$ cat config.mk
export PLATFORM = sky130hd
export DESIGN_NAME = mfc_core
export DESIGN_NICKNAME = d
export VERILOG_FILES = /design/src/mfc_end.sv /design/src/mfc_pkg.sv /design/src/mfc_core.sv
export VERILOG_INCLUDE_DIRS = /design/src
export SDC_FILE = /design/constraint.sdc
export NUM_CORES = 1
export LEC_CHECK = 0
export ABC_AREA = 1
export BUFFER_PORTS_ARGS = -buffer_cell sky130_fd_sc_hd__buf_2
export CAP_MARGIN = 20
export CORE_ASPECT_RATIO = 1.2
export CORE_MARGIN = 1
export CORE_UTILIZATION = 23
export DETAILED_ROUTE_END_ITERATION = 10
export PLACE_DENSITY_LB_ADDON = 0.3
export SYNTH_ARGS = -nofsm -noshare
export SYNTH_HDL_FRONTEND = slang
export SYNTH_SLANG_ARGS = --single-unit
$ cat constraint.sdc
create_clock -name pclk -period 2.1 [get_ports pclk]
set_clock_uncertainty 0.05 [all_clocks]
set_input_delay 0.21 -clock pclk [delete_from_list [all_inputs] [get_ports pclk]]
set_output_delay 0.21 -clock pclk [all_outputs]
set_load 0.05 [all_outputs]
$ cat src/mfc_defines.svh
// Constants of the multi-mode frequency counter core.
`ifndef MFC_DEFINES_SVH
`define MFC_DEFINES_SVH
`define MFC_CLK_HZ      100000000
`define MFC_DIV_10M     100000
`define MFC_DIV_1M      10000
`define MFC_REF_MS      10
`define MFC_GAP_MS      200
`define MFC_EXT_MIN_HZ  100000
`define MFC_CNT_MAX     27'h5F5E0FF
`define MFC_ADDR_CTRL   8'h00
`define MFC_ADDR_STAT   8'h04
`define MFC_ADDR_RES    8'h08
`define MFC_ADDR_LIVE   8'h0C
`define MFC_R1_MAX      10'h000
`define MFC_R10_MAX     10'h009
`define MFC_R100_MAX    10'h063
`define MFC_R1K_MAX     10'h3E7
`define MFC_RNG_EXT     3'h4
`define MFC_PT_NONE     4'h0
`define MFC_PT_BASE     4'h2
`endif

$ cat src/mfc_end.sv
// Empty unit.

$ cat src/mfc_pkg.sv
// Types of the multi-mode frequency counter core.
package mfc_pkg;
  typedef enum logic [2:0] {
    FN_FREQ, FN_PERIOD, FN_RATIO, FN_INTERVAL, FN_UNIT, FN_OSC
  } mfc_func_t;
  typedef enum logic [1:0] {ST_ARM, ST_RUN, ST_STORE, ST_GAP} mfc_state_t;
  typedef struct packed {
    mfc_func_t  func;
    logic [2:0] rng;
    logic       disp_off;
    logic       disp_test;
    logic       mhz1;
    logic       ext_osc;
    logic       ext_point;
    logic [2:0] point_digit;
    logic [2:0] sa;
    logic [2:0] sb;
    logic [1:0] sg;
    logic [2:0] st;
    logic [16:0] div;
    logic [9:0] refcnt;
    logic [4:0] gap;
    logic [9:0] wd;
    logic [26:0] main;
    logic       ovf;
    logic [26:0] result;
    logic       res_ovf;
    mfc_state_t state;
    logic       ti_open;
    logic       fallback;
    mfc_func_t  prev_func;
    logic [2:0] prev_rng;
    logic [31:0] prdata;
  } mfc_regs_t;
endpackage

$ cat src/mfc_core.sv
// Measurement core of the multi-mode frequency counter with an APB slave.
`timescale 1ns/100ps
`default_nettype none
`include "mfc_defines.svh"
module mfc_core #(
  parameter int DIV_10M = `MFC_DIV_10M,
  parameter int DIV_1M  = `MFC_DIV_1M
) (
  input  wire logic        pclk,
  input  wire logic        presetn,
  input  wire logic        psel,
  input  wire logic        penable,
  input  wire logic        pwrite,
  input  wire logic [7:0]  paddr,
  input  wire logic [31:0] pwdata,
  output logic [31:0]      prdata,
  output logic             pready,
  output logic             pslverr,
  input  wire logic        input_a,
  input  wire logic        input_b,
  input  wire logic        alt_timebase_in,
  input  wire logic        external_gate,
  input  wire logic        freeze_in,
  output logic             measurement_active,
  output logic             display_blank,
  output logic             display_test,
  output logic             overflow,
  output logic [3:0]       decimal_point_digit
);

  // ****************************************************************
  // Overview
  // ****************************************************************

  // The core routes input A, input B or the timebase into two counters. The main counter
  // holds the value that is later shown, and the reference counter decides how long the
  // main counter may run. Which signal goes where depends only on the function field.
  //
  // A measurement walks through four phases. In the armed phase the core waits for the
  // first reference event, so that every window starts on a clean boundary. In the run
  // phase the main counter accumulates until the chosen number of reference events has
  // been seen, or until the external gate is found low at a reference tick. The store
  // phase lasts one cycle and copies the count into the result. The pause phase then
  // waits a fixed number of reference ticks before arming again.
  //
  // The internal timebase is the clock itself, so one clock cycle is one timebase tick.
  // With the alternate timebase selected, each rising edge of that input is one tick, and
  // the clock only samples it. The alternate input must therefore stay well below half
  // the clock rate, or edges are lost and the reading comes out low.
  //
  // The measured inputs pass two synchronising flops before a third one that only serves
  // edge detection. This costs two cycles of latency on every counted edge. Because the
  // delay is the same for A and B, interval readings are not skewed by it.
  //
  // Any change of function or range throws the running window away. The result is kept,
  // so the display never shows a count taken partly under the old selection. In unit
  // mode a range change is harmless and is ignored, while a function change still aborts.
  //
  // The freeze input stops a window that has not reached the store phase, except in unit
  // mode, where only the result is held and the count keeps running unless the display
  // off option is also set. A store that is already under way completes despite the freeze, so a
  // result is never half written.
  //
  // Software sees four word registers: control, status, the latched result and the live
  // main counter. Read data is captured during the setup cycle, so the slave answers
  // without wait states and the read value is a flop output.
  //
  // The result is a plain binary count, not decimal. It saturates at the largest count
  // that eight decimal digits can show, and the overflow flag is then set.

  // ****************************************************************
  // Derived constants
  // ****************************************************************

  // Last reference period count of the pause between measurements.
  localparam logic [4:0] GAP_MAX = 5'(`MFC_GAP_MS / `MFC_REF_MS - 1);
  // Longest gap between alternate timebase edges, in clock cycles.
  localparam int WD_CYC = `MFC_CLK_HZ / `MFC_EXT_MIN_HZ;
  // The watchdog fires in the last edge-free cycle of a source at exactly the lowest
  // rate, so a timebase at that rate counts as too slow as well.
  localparam logic [9:0] WD_MAX = 10'(WD_CYC - 2);
  localparam logic [16:0] DIV10_MAX = 17'(DIV_10M - 1);
  localparam logic [16:0] DIV1_MAX = 17'(DIV_1M - 1);

  mfc_pkg::mfc_regs_t r_reg;
  mfc_pkg::mfc_regs_t r_next;

  logic        setup;
  logic        wr_en;
  logic        a_fall;
  logic        b_fall;
  logic        alt_rise;
  logic        gate_hi;
  logic        tb;
  logic        ref_tick;
  logic        main_ev;
  logic        ref_ev;
  logic        ext_rng;
  logic        abort;
  logic        start;
  logic        done;
  logic        count_en;
  logic        off_hold;
  logic [9:0]  rmax;
  logic [16:0] div_max;

  // ****************************************************************
  // APB handshake
  // ****************************************************************

  // Zero wait states; an unmapped address answers with an error.
  assign pready = 1'b1;
  assign prdata = r_reg.prdata;
  assign pslverr = psel & penable & ~(paddr == `MFC_ADDR_CTRL || paddr == `MFC_ADDR_STAT ||
                   paddr == `MFC_ADDR_RES || paddr == `MFC_ADDR_LIVE);
  assign setup = psel & ~penable;
  assign wr_en = psel & penable & pwrite;

  // ****************************************************************
  // Outputs
  // ****************************************************************

  // High only in the store and pause phases, low while measuring.
  assign measurement_active = (r_reg.state == mfc_pkg::ST_STORE) |
                              (r_reg.state == mfc_pkg::ST_GAP);
  // Display off needs both the option and the freeze input.
  assign off_hold = r_reg.disp_off & freeze_in;
  assign display_blank = off_hold;
  assign display_test = r_reg.disp_test & ~off_hold;
  assign overflow = r_reg.res_ovf;

  // Point position per mode and range, or the manual digit; none under the external gate otherwise.
  always_comb begin
    decimal_point_digit = `MFC_PT_NONE;
    if (r_reg.ext_point) begin
      decimal_point_digit = {1'b0, r_reg.point_digit} + 4'h1;
    end else if (r_reg.rng != `MFC_RNG_EXT) begin
      unique case (r_reg.func)
        mfc_pkg::FN_UNIT: decimal_point_digit = 4'h1;
        mfc_pkg::FN_RATIO: decimal_point_digit = {2'b00, r_reg.rng[1:0]} + 4'h1;
        mfc_pkg::FN_PERIOD,
        mfc_pkg::FN_INTERVAL: begin
          // Microsecond digit moves the point one place right.
          decimal_point_digit = {2'b00, r_reg.rng[1:0]} + `MFC_PT_BASE -
                                {3'b000, r_reg.mhz1};
        end
        default: decimal_point_digit = {2'b00, r_reg.rng[1:0]} + `MFC_PT_BASE;
      endcase
    end
  end

  // ****************************************************************
  // Event decode
  // ****************************************************************

  // Edges are taken from the second and third synchroniser stages.
  assign a_fall = r_reg.sa[2] & ~r_reg.sa[1];
  assign b_fall = r_reg.sb[2] & ~r_reg.sb[1];
  assign alt_rise = ~r_reg.st[2] & r_reg.st[1];
  assign gate_hi = r_reg.sg[1];
  // The internal timebase is the clock itself; the alternate one is edge counted.
  assign tb = r_reg.ext_osc ? alt_rise : 1'b1;
  assign div_max = r_reg.mhz1 ? DIV1_MAX : DIV10_MAX;
  // Greater-or-equal catches a divider left above the new limit when the 1MHz option is
  // switched on; an exact compare would let it run all the way round first.
  assign ref_tick = tb & (r_reg.div >= div_max);
  assign ext_rng = (r_reg.rng == `MFC_RNG_EXT);

  // Signal routing into the main and reference counters.
  always_comb begin
    main_ev = tb;
    ref_ev = 1'b0;
    unique case (r_reg.func)
      mfc_pkg::FN_PERIOD: begin
        ref_ev = a_fall;
      end
      mfc_pkg::FN_RATIO: begin
        main_ev = a_fall;
        ref_ev = b_fall;
      end
      mfc_pkg::FN_INTERVAL: begin
        // One reference count per closed A-then-B sequence.
        ref_ev = r_reg.ti_open & b_fall;
      end
      mfc_pkg::FN_UNIT: begin
        main_ev = a_fall;
      end
      mfc_pkg::FN_OSC: begin
        ref_ev = ref_tick;
      end
      default: begin
        main_ev = a_fall;
        ref_ev = ref_tick;
      end
    endcase
  end

  // Last reference count of the window for each range.
  always_comb begin
    unique case (r_reg.rng[1:0])
      2'h0: rmax = `MFC_R1_MAX;
      2'h1: rmax = `MFC_R10_MAX;
      2'h2: rmax = `MFC_R100_MAX;
      default: rmax = `MFC_R1K_MAX;
    endcase
  end

  // Window start and end; the external gate is only looked at on ticks.
  assign start = ext_rng ? (ref_tick & gate_hi) :
                 (r_reg.func == mfc_pkg::FN_INTERVAL) ? a_fall : ref_ev;
  assign done = ext_rng ? (ref_tick & ~gate_hi) :
                (ref_ev & (r_reg.refcnt == rmax));
  // In interval mode the oscillator is counted only between A and B.
  assign count_en = main_ev & ((r_reg.func != mfc_pkg::FN_INTERVAL) | r_reg.ti_open);

  // ****************************************************************
  // Next state
  // ****************************************************************

  always_comb begin
    r_next = r_reg;
    abort = 1'b0;

    // Read data is captured in the setup phase for a registered answer.
    if (setup) begin
      unique case (paddr)
        `MFC_ADDR_CTRL: r_next.prdata = {18'h00000, r_reg.point_digit, r_reg.ext_point,
                                         r_reg.ext_osc, r_reg.mhz1, r_reg.disp_test,
                                         r_reg.disp_off, r_reg.rng, r_reg.func};
        `MFC_ADDR_STAT: r_next.prdata = {28'h0000000, r_reg.ext_osc, r_reg.fallback,
                                         r_reg.res_ovf, measurement_active};
        `MFC_ADDR_RES:  r_next.prdata = {5'h00, r_reg.result};
        `MFC_ADDR_LIVE: r_next.prdata = {5'h00, r_reg.main};
        default:        r_next.prdata = 32'h00000000;
      endcase
    end

    // Options are independent bits so any combination can be set.
    // Selections change only at the access edge, so they stand still in between.
    if (wr_en && paddr == `MFC_ADDR_CTRL) begin
      r_next.func = (pwdata[2:0] > 3'h5) ? mfc_pkg::FN_FREQ :
                    mfc_pkg::mfc_func_t'(pwdata[2:0]);
      r_next.rng = (pwdata[5:3] > `MFC_RNG_EXT) ? `MFC_RNG_EXT : pwdata[5:3];
      r_next.disp_off = pwdata[6];
      r_next.disp_test = pwdata[7];
      r_next.mhz1 = pwdata[8];
      r_next.ext_osc = pwdata[9];
      r_next.ext_point = pwdata[10];
      r_next.point_digit = pwdata[13:11];
    end
    // Fallback flag is write-one-to-clear; a new fallback below still wins.
    if (wr_en && paddr == `MFC_ADDR_STAT && pwdata[1]) begin
      r_next.fallback = 1'b0;
    end

    // Two flops per input, a third for edge detection only on A, B and the alternate timebase.
    r_next.sa = {r_reg.sa[1:0], input_a};
    r_next.sb = {r_reg.sb[1:0], input_b};
    r_next.sg = {r_reg.sg[0], external_gate};
    r_next.st = {r_reg.st[1:0], alt_timebase_in};

    // Reference divider down to the 100Hz tick.
    if (tb) begin
      r_next.div = ref_tick ? 17'h00000 : r_reg.div + 17'h00001;
    end

    // A too slow alternate timebase is dropped for the internal clock.
    r_next.wd = 10'h000;
    if (r_reg.ext_osc && !alt_rise) begin
      if (r_reg.wd == WD_MAX) begin
        r_next.ext_osc = 1'b0;
        r_next.fallback = 1'b1;
        r_next.div = 17'h00000;
        abort = 1'b1;
      end else begin
        r_next.wd = r_reg.wd + 10'h001;
      end
    end

    // Selection changes are seen one cycle after the write.
    r_next.prev_func = r_reg.func;
    r_next.prev_rng = r_reg.rng;
    if (r_reg.func != r_reg.prev_func) begin
      abort = 1'b1;
    end
    if (r_reg.rng != r_reg.prev_rng && r_reg.func != mfc_pkg::FN_UNIT) begin
      abort = 1'b1;
    end

    if (r_reg.func == mfc_pkg::FN_UNIT && !abort) begin
      // Totalising: no window, the result tracks the counter unless frozen.
      r_next.state = mfc_pkg::ST_RUN;
      r_next.ti_open = 1'b0;
      if (!off_hold && count_en) begin
        if (r_reg.main == `MFC_CNT_MAX) begin
          r_next.ovf = 1'b1;
        end else begin
          r_next.main = r_reg.main + 27'h0000001;
        end
      end
      if (!freeze_in) begin
        r_next.result = r_reg.main;
        r_next.res_ovf = r_reg.ovf;
      end
    end else if (abort || (freeze_in && r_reg.state != mfc_pkg::ST_STORE)) begin
      // Aborted or held: counter cleared, displayed result untouched.
      r_next.state = mfc_pkg::ST_ARM;
      r_next.main = 27'h0000000;
      r_next.ovf = 1'b0;
      r_next.refcnt = 10'h000;
      r_next.ti_open = 1'b0;
    end else begin
      unique case (r_reg.state)
        mfc_pkg::ST_ARM: begin
          // Wait for the first reference edge so the window is aligned.
          r_next.main = 27'h0000000;
          r_next.ovf = 1'b0;
          r_next.refcnt = 10'h000;
          if (start) begin
            r_next.state = mfc_pkg::ST_RUN;
            r_next.ti_open = (r_reg.func == mfc_pkg::FN_INTERVAL) & a_fall;
          end
        end
        mfc_pkg::ST_RUN: begin
          if (count_en) begin
            if (r_reg.main == `MFC_CNT_MAX) begin
              r_next.ovf = 1'b1;
            end else begin
              r_next.main = r_reg.main + 27'h0000001;
            end
          end
          if (r_reg.func == mfc_pkg::FN_INTERVAL) begin
            // A opens a sequence, the next B closes it.
            if (!r_reg.ti_open && a_fall) begin
              r_next.ti_open = 1'b1;
            end else if (r_reg.ti_open && b_fall) begin
              r_next.ti_open = 1'b0;
            end
          end
          if (done) begin
            r_next.state = mfc_pkg::ST_STORE;
          end else if (ref_ev) begin
            r_next.refcnt = r_reg.refcnt + 10'h001;
          end
        end
        mfc_pkg::ST_STORE: begin
          // Latch the finished count, then pause before the next window.
          r_next.result = r_reg.main;
          r_next.res_ovf = r_reg.ovf;
          r_next.gap = 5'h00;
          r_next.ti_open = 1'b0;
          r_next.state = mfc_pkg::ST_GAP;
        end
        mfc_pkg::ST_GAP: begin
          r_next.main = 27'h0000000;
          if (ref_tick) begin
            if (r_reg.gap == GAP_MAX) begin
              r_next.state = mfc_pkg::ST_ARM;
            end else begin
              r_next.gap = r_reg.gap + 5'h01;
            end
          end
        end
      endcase
    end
  end

  // ****************************************************************
  // State register
  // ****************************************************************

  // Reset clears everything, so the result, and thus the display, reads zero.
  always_ff @(posedge pclk or negedge presetn) begin
    if (!presetn) begin
      r_reg <= '0;
    end else begin
      r_reg <= r_next;
    end
  end

endmodule // mfc_core
`default_nettype wire

==> metrics list, run 1 <==
* Standby leakage power: 6.15 nW
- Result of the run: finished, violations left
- Transition time at the pin with the least slew margin: 0.679 ns
- Maximum number of pins on one net before global-route repair: 52
- Total of warnings raised by yosys: 0
* Vias per Instance: 4.48
- The final max-slew violation count came to 0.
- Htree depth: 4
* Worst Setup End Kind: output port
- In this run the mean area of a mapped cell was 7.86 um^2.
- In this run the cell area of the synthesized design comes to roughly 0.0094 mm^2.
- Endpoints failing setup: 79
- TritonRoute pass-1 iters: 5
- Global routing consumed, on the met1 layer, 18.0% of the routing resources.
* Global route hottest layer: met2
* Antenna violations before repair: 0
* Register bit total from synthesis: 160
- By area the synthesized netlist is led by sky130_fd_sc_hd__dfrtp_1 (43%), sky130_fd_sc_hd__nand2_1 (9.4%), sky130_fd_sc_hd__nor2_1 (5.2%).
- TritonCTS clock tree: built
- FF-to-FF End: r_reg[113]
- Data on the critical path is required at its endpoint by about 1.8 ns.
- The largest single stage delay on the critical path is 0.47 ns.
- In the synthesized netlist the dominant register cell turns out to be sky130_fd_sc_hd__dfrtp_1.
- 92 I/O pins were placed.
- Detail Placement HPWL: 19.9 mm
- Detailed-route via count: roughly 8800
* Endpoint with the worst hold slack: r_next[36]
- Area post-placement: 0.0110 mm^2
- Counting distinct cell types in the post-synthesis netlist gives 45.
* Summed negative setup slack over all endpoints: -8.81 ns
* Total congestion overflow after global routing: 0
- Die W: 186 um
- Slowest stage cell, crit path: sky130_fd_sc_hd__dfrtp_2
* Number of endpoints with negative hold slack in the final report: 0
* Global routing met2 resource utilization: 25.3%
- Min setup slack post-route: -0.213 ns
* Maxcap violations: 0
- Dividing the detail-routed wire length by the instance count gives 14.9 um.
- M3 GR Usage: 2.50%
- CTS saw between 150 and 200 sinks.
- Aggregate global-route resource usage: 14.4%
* Unrepaired setup endpoints after global routing: true
* Die footprint: 0.0416 mm^2
- The number of global-route vias before repair is 8851.
- After layout, the worst path uses 110% of the clock period.
- The worst setup path is launched from a flop.
- Maximum clock frequency: 432 MHz
- Count of mapped cells out of synthesis: 1194
* Initial detailed-routing violation count: roughly 480
* Area growth from synthesis to layout: 45.0%
- Clock-pin slew was measured on the worst setup and hold paths at 0.07 ns.
- For the worst-skew pair, the clock arrives at the later sink with an insertion delay of between 0.4 and 0.5 ns.
- Worst path top cell family by delay: flip-flops
- The critical path is of the flop to output port type.
- Total power of the final layout: 0.0111 W
- At the end of routability-driven placement, the weighted congestion stood at 0.890.
- Failing checks: setup timing
- Root cell of the clock tree: sky130_fd_sc_hd__clkbuf_16
- The number of antenna diodes in the final layout is 0.
* Multi-input logic area: 0.00526 mm^2
* Sequential cell area: 0.00401 mm^2
- Startpoint of the most critical register-to-register path: r_reg[156]
- FFs w/ async S/R, synth: 100%
* Drt total wl: 29.3 mm
- Headroom to the max-slew limit: 54.7%
- Worst min-delay path startpoint: pwdata[1]
- Traced cell by cell, the critical path runs through buf_6, ha_4, inv_4, ha_4, a221oi_4, o21ai_2, buf_6.
- R2r setup slk: -0.20 ns
- Fill count: just over 4000
- TritonCTS created 17 clock buffers.
* Worst Hold Class: input pin to flop
* Floorplan core area: about 0.040 mm^2
- Drt drc: 0
- Counting instances, the worst hold path has a depth of 3.
- At the placement stage, the worst setup path has a slack of -0.287 ns.
* Remaining antenna violation count after routing: 0
* First-pass GRT wire length: 47.3 mm
- Sequential area share after synthesis: 42.7%
- The number of cells on the worst reg-to-reg path is 14.
* Final non-filler cell area: 0.0136 mm^2
- Together, buffers and inverters on the worst path number 3.
- Fin crit period: 2.31 ns
- The synthesized design contains 0 enable-type register cells.
- Summed over all instances, the cell type with the most area after synthesis is sky130_fd_sc_hd__dfrtp_1.
- Top cell type's share of synthesized area: 42.7%
* Nets: 1495
* I/O Buffers: between 60 and 70
- Of all nets on the critical path, the largest fanout is 5.
- Max reg flops: 118
- Die Y: 223 um
* Pwr dens: 815 mW/mm^2
- The clock passes through at most 2 buffers.
- Once the floorplan was initialized, standard cells occupied between 20% and 30% of the core.
* Maximum vdd drop: roughly 0.61 mV
- STA puts the critical path data arrival time at 2.05 ns.
* Proportion of layout cells with a drive suffix above 1: 35.3%
- Row generation in the floorplan step produced 80 rows.
==> layout make-up <==
class | instances | share of cell area (%)
Inverter | 138 | 4.01
Clock inverter | 14 | 1.22
Clock buffer | 18 | 3.23
Timing Repair Buffer | 277 | 18.4
Timing Repair inverter | 1 | 0.120
Sequential cell | 160 | 29.5
Multi-Input combinational cell | 825 | 38.7
Tap cell | 533 | 4.90
==> cells by family (layout without fill, tap and decap cells) <==
kind of cell               Yosys count  count (layout)  share of synthesized area, %
AOI/OAI and AO/OA                  191             191                          11.8
other                                2               6                        0.0801
xor gates and xnor gates            47              47                          4.39
and+or+nand+nor                    543             543                          25.5
buffers and inverters              213             448                          10.7
muxes                               13              13                          1.56
DFF                                160             160                          42.7
adders and majority gates           25              25                          3.33
==> routing by layer <==
| layer | vias to the layer above | share of wire (%) |
|---|---|---|
| li1 | 4359 | - |
| met4 | 0 | 1.6 |
| met5 | - | 0 |
| met1 | 4255 | 45 |
| met2 | 163 | 51 |
| met3 | 30 | 2.7 |
==> cells in the mapped netlist (2+ instances only) <==
cell type,n
sky130_fd_sc_hd__inv_2,6
sky130_fd_sc_hd__mux2_2,13
sky130_fd_sc_hd__ha_1,25
sky130_fd_sc_hd__clkbuf_1,22
sky130_fd_sc_hd__a21oi_2,2
sky130_fd_sc_hd__nand3b_1,2
sky130_fd_sc_hd__o21ai_2,2
sky130_fd_sc_hd__a221oi_1,15
sky130_fd_sc_hd__clkinv_1,2
sky130_fd_sc_hd__nand4_1,18
sky130_fd_sc_hd__inv_1,130
sky130_fd_sc_hd__nor3_1,37
sky130_fd_sc_hd__buf_6,7
sky130_fd_sc_hd__o22ai_1,20
sky130_fd_sc_hd__xnor2_1,9
sky130_fd_sc_hd__nor2_1,131
sky130_fd_sc_hd__xor2_1,38
sky130_fd_sc_hd__nor4_1,20
sky130_fd_sc_hd__buf_4,37
sky130_fd_sc_hd__nand2_1,235
sky130_fd_sc_hd__dfrtp_1,160
sky130_fd_sc_hd__buf_2,9
sky130_fd_sc_hd__nand2_2,4
sky130_fd_sc_hd__a21oi_1,30
sky130_fd_sc_hd__o31ai_1,4
sky130_fd_sc_hd__nand3_2,2
sky130_fd_sc_hd__nor3_2,4
sky130_fd_sc_hd__a211oi_1,3
sky130_fd_sc_hd__o21ai_1,26
sky130_fd_sc_hd__o21ai_0,83
sky130_fd_sc_hd__conb_1,2
sky130_fd_sc_hd__nand3_1,79
sky130_fd_sc_hd__or2_2,2
sky130_fd_sc_hd__nor3b_1,4
==> metrics by stage <==
| step | util, % | hold WS (ns) | cells |
|---|---|---|---|
| 6_report | 34.1 | 0.0214 | 1966 |
| 5_1_grt | 34.1 | 0.00929 | 1966 |
| 4_1_cts | 32.6 | 0.00649 | 1955 |
| 3_5_place_dp | 27.6 | 0.140 | 1852 |
| 3_3_place_gp | 27.6 | 0.137 | 1852 |
| 2_1_floorplan | - | -0.136 | 1198 |
==> how the worst max path moves through the flow <==
| stage | start | depth (start not counted) | slack, ns | to |
|---|---|---|---|---|
| detailed placement | r_reg[156] | 17 | -0.29 | r_reg[40] |
| global placement | r_reg[156] | 17 | -0.23 | r_reg[41] |
| global route | r_reg[156] | 16 | -0.34 | r_reg[118] |
| CTS | r_reg[156] | 7 | -0.22 | decimal_point_digit[1] |
| floorplan | r_next[37] | 8 | -0.09 | decimal_point_digit[1] |
| finish | r_reg[156] | 7 | -0.21 | decimal_point_digit[1] |
==> where the power goes <==
| part | internal, W | switching (W) |
|---|---|---|
| sequential | 0.00342 | 0.000271 |
| clock | 0.00183 | 0.00146 |
| combinational | 0.00185 | 0.00226 |
==> placed cells by master, fill, tap and decap left out, types with 14 or more instances in the layout <==
cell type,count
sky130_fd_sc_hd__nand2_1,181
sky130_fd_sc_hd__dfrtp_1,157
sky130_fd_sc_hd__buf_4,141
sky130_fd_sc_hd__inv_1,119
sky130_fd_sc_hd__nor2_1,110
sky130_fd_sc_hd__nand3_1,72
sky130_fd_sc_hd__buf_2,62
sky130_fd_sc_hd__o21ai_0,46
sky130_fd_sc_hd__nand2_2,45
sky130_fd_sc_hd__xor2_1,37
sky130_fd_sc_hd__o21ai_2,31
sky130_fd_sc_hd__o21ai_1,30
sky130_fd_sc_hd__nor3_1,28
sky130_fd_sc_hd__buf_6,25
sky130_fd_sc_hd__o22ai_1,19
sky130_fd_sc_hd__clkbuf_16,19
sky130_fd_sc_hd__nand4_1,18
sky130_fd_sc_hd__ha_1,18
sky130_fd_sc_hd__dlygate4sd3_1,18
sky130_fd_sc_hd__a21oi_1,16
sky130_fd_sc_hd__nor2_4,16
sky130_fd_sc_hd__buf_12,16
sky130_fd_sc_hd__a21oi_2,15
sky130_fd_sc_hd__nor4_1,14
==> worst reg2reg max path: cells and delay by family (launching register included) <==
| kind | cells | cell delay, ns |
|---|---|---|
| buffers and inverters | 3 | 0.36 |
| AND/OR/NAND/NOR | 7 | 0.73 |
| flip-flops | 1 | 0.47 |
| adder cells (fa/ha/maj) | 1 | 0.23 |
| AO/OA/AOI/OAI | 3 | 0.38 |
==> timing repair <==
action	in CTS	in global routing
setup buffers	42	13
gates cloned	11	2
hold buffers	18	0
gates resized for setup	190	131
setup endpoints to repair	91	88
hold endpoints to repair	59	0
pin swaps	23	30
(Power assumes the default switching activity.)
==> inputs of run 2 (changes only) <==
--- a/config.mk
+++ b/config.mk
@@ -9,7 +9,6 @@
 export ABC_AREA = 1
 export BUFFER_PORTS_ARGS = -buffer_cell sky130_fd_sc_hd__buf_2
 export CAP_MARGIN = 20
-export CORE_ASPECT_RATIO = 1.2
 export CORE_MARGIN = 1
 export CORE_UTILIZATION = 23
 export DETAILED_ROUTE_END_ITERATION = 10
==> run 2 against run 1 <==
The flow still finishes with violations (setup timing). Combinational power down 4.9%. Power down 3.1%. Clock power down 5%. Fmax up 0.76%. Utilization down 0.37 points. Flip-flop and latch count unchanged. Non-clock buffer count down 7.
==> metrics list, run 2 (synthesis results as in run 1) <==
- The total negative slack was -8.37 ns (+0.433 ns).
- The depth of the worst register-to-register path was 11 (-3).
* Worst setup path endpoint: decimal_point_digit[1]
- Worst Setup End Kind: output port
* Max reg flops: 118 (unchanged)
- Die W: 204 um (+9.4%)
- Detail Placement HPWL: 20.4 mm (+2.3%)
* Unrepaired setup endpoints after global routing: true
- The maximum level of the CTS H-tree came to 4 (unchanged).
* Pwr dens: 797 mW/mm^2 (-2.2%)
* First-pass GRT wire length: 47.2 mm (-0.21%)
- Maximum vdd drop: 0.616 mV (+0.38%)
- The count of endpoints failing hold in the final timing report was 0 (unchanged).
* Fin crit period: 2.30 ns (-0.0176 ns)
- Post-Route Utilization: 33.7% (-0.37 points)
- The path class of the tightest hold or removal check is input pin to flop.
- Vias per Instance: 4.52 (+0.99%)
* Initial detailed-routing violation count: 464 (-2.5%)
* Failing checks: setup timing
* Area post-placement: 0.0111 mm^2 (+0.63%)
- The number of sinks handled by clock tree synthesis came to 160 (unchanged).
- Result of the run: finished, violations left
- The number of placed I/O pins is 92 (unchanged).
- The required arrival time at the worst endpoint is 1.84 ns (about the same).
- Drt total wl: 29.4 mm (+0.42%)
- TritonRoute pass-1 iters: 5 (unchanged)
* Root cell of the clock tree: sky130_fd_sc_hd__clkbuf_16
- Area growth from synthesis to layout: 43.7%
- Path type of the worst setup path: flop to output port
* Routed wire length per instance: 15.1 um (+1.2%)
- The proportion of layout cells with a drive suffix above 1 came to 36.5% (+1.2 points).
* Startpoint of the most critical setup path: r_reg[156]
- The number of nets in the final layout is 1488 (-0.47%).
- Standby leakage power: 6.12 nW (-0.48%)
* Most frequent standard cell in the layout excluding fill and tap cells: sky130_fd_sc_hd__nand2_1
- The site row count is 73 (-8.8%).
- The remaining antenna violation count came to 0 (unchanged).
* RD Place Congestion: 0.870 (-2.2%)
- The latest clock arrival within the worst-skew pair was 0.45 ns (about the same).
* Maximum number of pins on one net before global-route repair: 47 (-9.6%)
- Number of antenna diodes: 0 (unchanged)
- Number of buffers inserted during clock tree synthesis: 17 (unchanged)
- R2r setup slk: -0.18 ns (+0.02 ns)
- The final max-slew violation count was 0 (unchanged).
- Worst-path maximum fanout: 5 (unchanged)
- The number of global-route vias before repair is 8881 (+0.34%).
- The total placed cells including tap cells is 1853 (+0.054%).
* Endpoint arrival time on the critical path: 2.04 ns (about the same)
- The total congestion overflow was 0 (unchanged).
* Headroom to the max-slew limit: 49.4% (-5.2 points)
- Detailed-route via count: 8822 (+0.17%)
- The number of non-filler instances in the completed layout came to 1950 (-0.81%).
- The initial antenna violation count came to 0 (unchanged).
- The worst hold slack after final layout was 0.0643 ns (+0.0430 ns).
- FF-to-FF End: r_reg[47]
* Aggregate global-route resource usage: 14.6% (+0.19 points)
* Transition time at the pin with the least slew margin: 0.758 ns (+0.0785 ns)
- The number of I/O port buffers is 67 (unchanged).
- Die footprint: 0.0416 mm^2 (about the same)
- The effective utilization at floorplan is 23.5% (-0.040 points).
* Drt drc: 0 (unchanged)
- Endpoints failing setup: 76 (-3.8%)
* Tcrit/Tclk final: 109% (-0.84 points)
- Critical path startpoint category: flop
* Maximum number of buffers from clock root to sink: 2 (unchanged)
* Floorplan core area: 0.0400 mm^2 (+0.17%)
- The startpoint identified for the worst register-to-register timing path is r_next[37].
- Commonest cells after routing, fill and taps aside: sky130_fd_sc_hd__nand2_1 (176), sky130_fd_sc_hd__dfrtp_1 (153), sky130_fd_sc_hd__buf_4 (140), sky130_fd_sc_hd__inv_1 (117), sky130_fd_sc_hd__nor2_1 (108)
- The final non-filler cell area was 0.0135 mm^2 (-0.93%).
- TritonCTS built the clock tree.
- The smallest setup slack after layout was -0.196 ns (+0.0176 ns).
- Clock transition at the register clock pins on the worst setup and hold paths after CTS: 0.07 ns (about the same)
- The number of fill cells is 4168 (+1.2%).
* Maxcap violations: 0 (unchanged)
- Die Y: 204 um (-8.6%)
* Maximum clock frequency: 436 MHz (+0.76%)
==> run 2: changes by cell type in the layout (fill, tap and decap cells not counted), sizes merged <==
cell,before,now
inv,145,138
buf,256,250
clkinvlp,0,2
bufbuf,1,0
clkinv,6,10
==> run 2: how the worst min path moves through the flow <==
stage              start          end  depth (start not counted)
2_1_floorplan    presetn      gate_hi                          0
3_3_place_gp     presetn  r_next[149]                          1
3_5_place_dp     presetn  r_next[144]                          1
4_1_cts        pwdata[5]   r_next[34]                          3
5_1_grt        pwdata[5]   r_next[34]                          3
6_report       pwdata[5]   r_next[34]                          3
==> run 2: final cells by class <==
type	instances	area (um^2)	share of cell area, %
multi-input combinational	825	5310	39.4
inverter	138	548	4.07
clock inverter	13	139	1.03
tap	525	657	4.87
timing repair inverter	1	11.3	0.0836
timing repair buffer	270	2360	17.5
clock buffer	18	439	3.26
sequential	160	4010	29.8
==> run 2: worst max-delay path: stages (launching register included) <==
cell	delay [ns]
sky130_fd_sc_hd__dfrtp_2	0.48
sky130_fd_sc_hd__buf_6	0.15
sky130_fd_sc_hd__ha_4	0.16
sky130_fd_sc_hd__inv_4	0.05
sky130_fd_sc_hd__ha_4	0.20
sky130_fd_sc_hd__a221oi_4	0.28
sky130_fd_sc_hd__o21ai_2	0.11
sky130_fd_sc_hd__buf_6	0.16
==> run 2: per-stage QoR <==
step / worst slack, ns / total power, W
after floorplan: -0.0895 / 0.00532
after global placement: -0.207 / 0.00618
after detailed placement: -0.280 / 0.00624
after CTS: -0.196 / 0.0106
after global routing: -0.330 / 0.0113
final: -0.196 / 0.0107
==> run 2: power by group <==
part / leakage (nW) / switching, W / total (W) / internal (W)
logic: 3.75 / 0.00223 / 0.00392 / 0.00169
clock network: 0.282 / 0.00135 / 0.00312 / 0.00177
registers: 2.09 / 0.000281 / 0.00370 / 0.00342
total: 6.12 / 0.00385 / 0.0107 / 0.00689
==> run 2: what timing repair did <==
action,CTS,global route
setup endpoints to repair,93,93
resized for setup,188,160
hold buffers,18,0
gates cloned,11,2
hold endpoints to repair,58,0
buffers inserted,32,14
pin swaps,31,37
==> run 2: layer usage <==
| layer | share of wire [%] | routed length [um] | GRT usage [%] |
|---|---|---|---|
| met1 | 46 | 13700 | 19.2 |
| met2 | 48 | 14200 | 24.1 |
| met3 | 3.7 | 1080 | 2.92 |
| met4 | 1.7 | 509 | 4.40 |
| met5 | 0 | 0 | 0 |
==> inputs of run 3 (changes only) <==
--- a/config.mk
+++ b/config.mk
@@ -12,7 +12,8 @@
 export CORE_MARGIN = 1
 export CORE_UTILIZATION = 23
 export DETAILED_ROUTE_END_ITERATION = 10
-export PLACE_DENSITY_LB_ADDON = 0.3
+export GPL_TIMING_DRIVEN = 0
+export PLACE_DENSITY_LB_ADDON = 0.2
 export SYNTH_ARGS = -nofsm -noshare
 export SYNTH_HDL_FRONTEND = slang
 export SYNTH_SLANG_ARGS = --single-unit
==> run 3 against run 2 <==
The run still ends with setup timing left. Non-clock buffer count down 41. Utilization down 0.056 points. First-iteration DRC count up 5.0%. Wire length up 4.5%. Clock power is 6.7% higher. Flip-flop and latch count stayed put. Global-route usage grew 0.59 points. Sequential share of layout area increased by 0.059 points. Fmax down 1.9%. Critical endpoint is now r_reg[77]. Largest cell class unchanged. Highest routed layer unchanged.
==> metrics list, run 3 (synthesis results as in run 1) <==
- The number of non-filler instances in the completed layout came to 1910 (-2.1%).
* Number of pins with negative max-slew slack in the final report: 0 (unchanged)
* Commonest cells after routing, fill and taps aside: sky130_fd_sc_hd__nand2_1 (170), sky130_fd_sc_hd__dfrtp_1 (152), sky130_fd_sc_hd__inv_1 (121), sky130_fd_sc_hd__nor2_1 (106), sky130_fd_sc_hd__buf_4 (70)
- The number of antenna diodes came to 0 (unchanged).
* Most frequent standard cell in the layout excluding fill and tap cells: sky130_fd_sc_hd__nand2_1
- The actual slew at the worst max-slew pin came to 0.730 ns (-0.0278 ns).
* Insertion delay of the later-clocked pin in the worst-skew pair: 0.45 ns (about the same)
* Net Sw Power: 0.00401 W (+3.9%)
- The height of the die is 204 um (unchanged).
- The internal power is 0.00710 W (+3.2%).
* Path type of the worst setup path: flop to flop
- Detailed-route via count: 8741 (-0.92%)
* Fin crit period: 2.34 ns (+0.0447 ns)
- Area post-placement: 0.0104 mm^2 (-6.0%)
- Detail Placement HPWL: 21.1 mm (+3.5%)
- Combinational share of power: 36.4% (about the same)
- Number of buffers inserted during clock tree synthesis: 17 (unchanged)
- In this run the most critical hold path is launched from pwdata[1].
- The smallest setup slack after layout was -0.240 ns (-0.0447 ns).
- Highest routed metal layer: met4
* Die W: 204 um (unchanged)
* Sw Share: 36.1% (+0.17 points)
* I/O Buffers: 67 (unchanged)
* Number of cells after detailed placement: 1791 (-3.3%)
- The number of placed I/O pins is 92 (unchanged).
- The effective utilization at floorplan was 23.5% (unchanged).
- Wire length the detailed router placed on met1: 14.5 mm (+6.4%)
- CTS placed an instance of sky130_fd_sc_hd__clkbuf_16 at the clock tree root.
* Startpoint of the most critical register-to-register path: r_next[37]
- The number of buffers on the longest clock path is 2 (unchanged).
- Area growth from synthesis to layout: 43.4%
- The part of the cycle the worst path needs was 111% (+2.1 points).
- Drt drc: 0 (unchanged)
- The maximum level of the CTS H-tree is 4 (unchanged).
* Floorplan core area: 0.0400 mm^2 (unchanged)
- The overall routing resource usage is 15.2% (+0.59 points).
* Unrepaired setup endpoints after global routing: true
- Critical path required time: 2.38 ns (+0.54 ns)
- Proportion of layout cells with a drive suffix above 1: 35.2% (-1.3 points)
* Total number of placement rows: 73 (unchanged)
- Vias per Instance: 4.58 (+1.2%)
- TritonCTS clock tree: built
- Startpoint of the most critical setup path: r_next[37]
- The flow ran to the end, but the final reports show violations.
* Endpoints failing setup: 86 (+13%)
- Antenna violations before repair: 0 (unchanged)
* Worst Setup End Kind: flop
- The number of global-route vias before repair came to 8812 (-0.78%).
- The number of sinks handled by clock tree synthesis came to 160 (unchanged).
- The first-pass GRT wire length came to 48.8 mm (+3.6%).
- Number of endpoints with negative hold slack in the final report: 0 (unchanged)
* RD Place Congestion: 0.885 (+1.7%)
- The checks that failed: setup timing.
- Maximum vdd drop: 0.625 mV (+1.4%)
- The arrival time of the worst setup path was 2.62 ns (+0.58 ns).
* Total congestion overflow after global routing: 0 (unchanged)
- Maximum number of pins on one net before global-route repair: 89 (+89%)
- Die footprint: 0.0416 mm^2 (unchanged)
- Worst Hold Class: input pin to flop
* Clock transition at the register clock pins on the worst setup and hold paths after CTS: 0.07 ns (about the same)
- Critical path startpoint category: flop
- TritonRoute pass-1 iters: 7 (+2)
- Met2 layer wire length in the routed design: 14.7 mm (+3.9%)
- Pre-CTS setup slack: -0.777 ns (-0.498 ns)
- The proportion of power drawn by the clock network was 30.0% (+0.9 points).
- Remaining antenna violation count after routing: 0 (unchanged)
- The post-layout total power was 0.0111 W (+3.4%).
- Nets: 1447 (-2.8%)
- The headroom to the max-slew limit came to 51.3% (+1.9 points).
* Initial detailed-routing violation count: 487 (+5.0%)
- Max reg flops: 118 (unchanged)
- Maximum clock frequency: 427 MHz (-1.9%)
- Routed length on met3: 904 um (-16%)
* Final non-filler cell area: 0.0135 mm^2 (-0.17%)
- The routed length per instance is 16.1 um (+6.7%).
- The proportion of power drawn by flip-flops and latches came to 33.6% (-0.8 points).
- Maxcap violations: 0 (unchanged)
- The total negative slack is -14.03 ns (-5.65 ns).
- Pwr dens: 826 mW/mm^2 (+3.6%)
- Drt total wl: 30.7 mm (+4.5%)
* Standby leakage power: 6.00 nW (-2.0%)
- Worst-path maximum fanout: 6 (+1)
==> run 3: per-stage QoR <==
stage	util (%)	hold WS (ns)
after floorplan	-	-0.136
after global placement	26.0	0.269
after detailed placement	26.1	0.170
after CTS	32.2	0.0282
after global routing	33.6	0.0469
final	33.6	0.0499
==> run 3: critical path, stage by stage, from the launching register on <==
cell,delay (ns)
sky130_fd_sc_hd__dfrtp_1,0.38
sky130_fd_sc_hd__buf_6,0.14
sky130_fd_sc_hd__xor2_4,0.15
sky130_fd_sc_hd__nor3_4,0.26
sky130_fd_sc_hd__o21ai_4,0.10
sky130_fd_sc_hd__nor2_4,0.25
sky130_fd_sc_hd__nor2_8,0.08
sky130_fd_sc_hd__nand2_2,0.07
sky130_fd_sc_hd__inv_2,0.06
sky130_fd_sc_hd__a21oi_4,0.19
sky130_fd_sc_hd__buf_12,0.16
sky130_fd_sc_hd__bufbuf_16,0.26
sky130_fd_sc_hd__o21ai_1,0.05
==> run 3: repair_timing <==
item / in CTS / in global routing
setup endpoints to repair: 94 / 93
hold endpoints to repair: 89 / 0
resized for setup: 275 / 173
buffers inserted: 53 / 10
pin swaps: 40 / 29
cloned: 13 / 2
hold buffers: 18 / 0
==> run 3: power groups by stage <==
| stage | Sequential (W) | Combinational, W | Clock [W] |
|---|---|---|---|
| floorplan | 0.00369 | 0.00163 | 0 |
| global placement | 0.00372 | 0.00235 | 0 |
| detailed placement | 0.00373 | 0.00237 | 0 |
| CTS | 0.00368 | 0.00386 | 0.00341 |
| global route | 0.00378 | 0.00434 | 0.00354 |
| finish | 0.00373 | 0.00405 | 0.00333 |
==> run 3: worst paths after layout <==
| check | depth (start not counted) | to | slack [ns] |
|---|---|---|---|
| worst min-delay path | 3 | r_next[36] | 0.05 |
| worst max register to register | 12 | r_reg[77] | -0.24 |
| worst min register to register | 0 | gate_hi | 0.30 |
| min in group asynchronous | 2 | prdata[12] | 0.25 |
| max in group asynchronous | 3 | r_reg[71] | 0.86 |
| worst max-delay path | 12 | r_reg[77] | -0.24 |
==> run 3: final cells by class <==
| class | instances | area [um^2] |
|---|---|---|
| fillers | 4214 | 26600 |
| multi-input cells | 826 | 5590 |
| flip-flops and latches | 160 | 4010 |
| repair buffers | 156 | 1350 |
| plain buffers | 73 | 676 |
| well taps | 525 | 657 |
| inverters | 138 | 543 |
| clock buffers | 20 | 457 |
| clock inverters | 12 | 160 |
==> run 3: metal layers <==
| layer | global-route usage (%) | vias to the layer above |
|---|---|---|
| li1 | - | 4263 |
| met1 | 20.3 | 4300 |
| met2 | 24.6 | 144 |
| met3 | 2.38 | 34 |
| met4 | 5.54 | 0 |
| met5 | 0 | - |
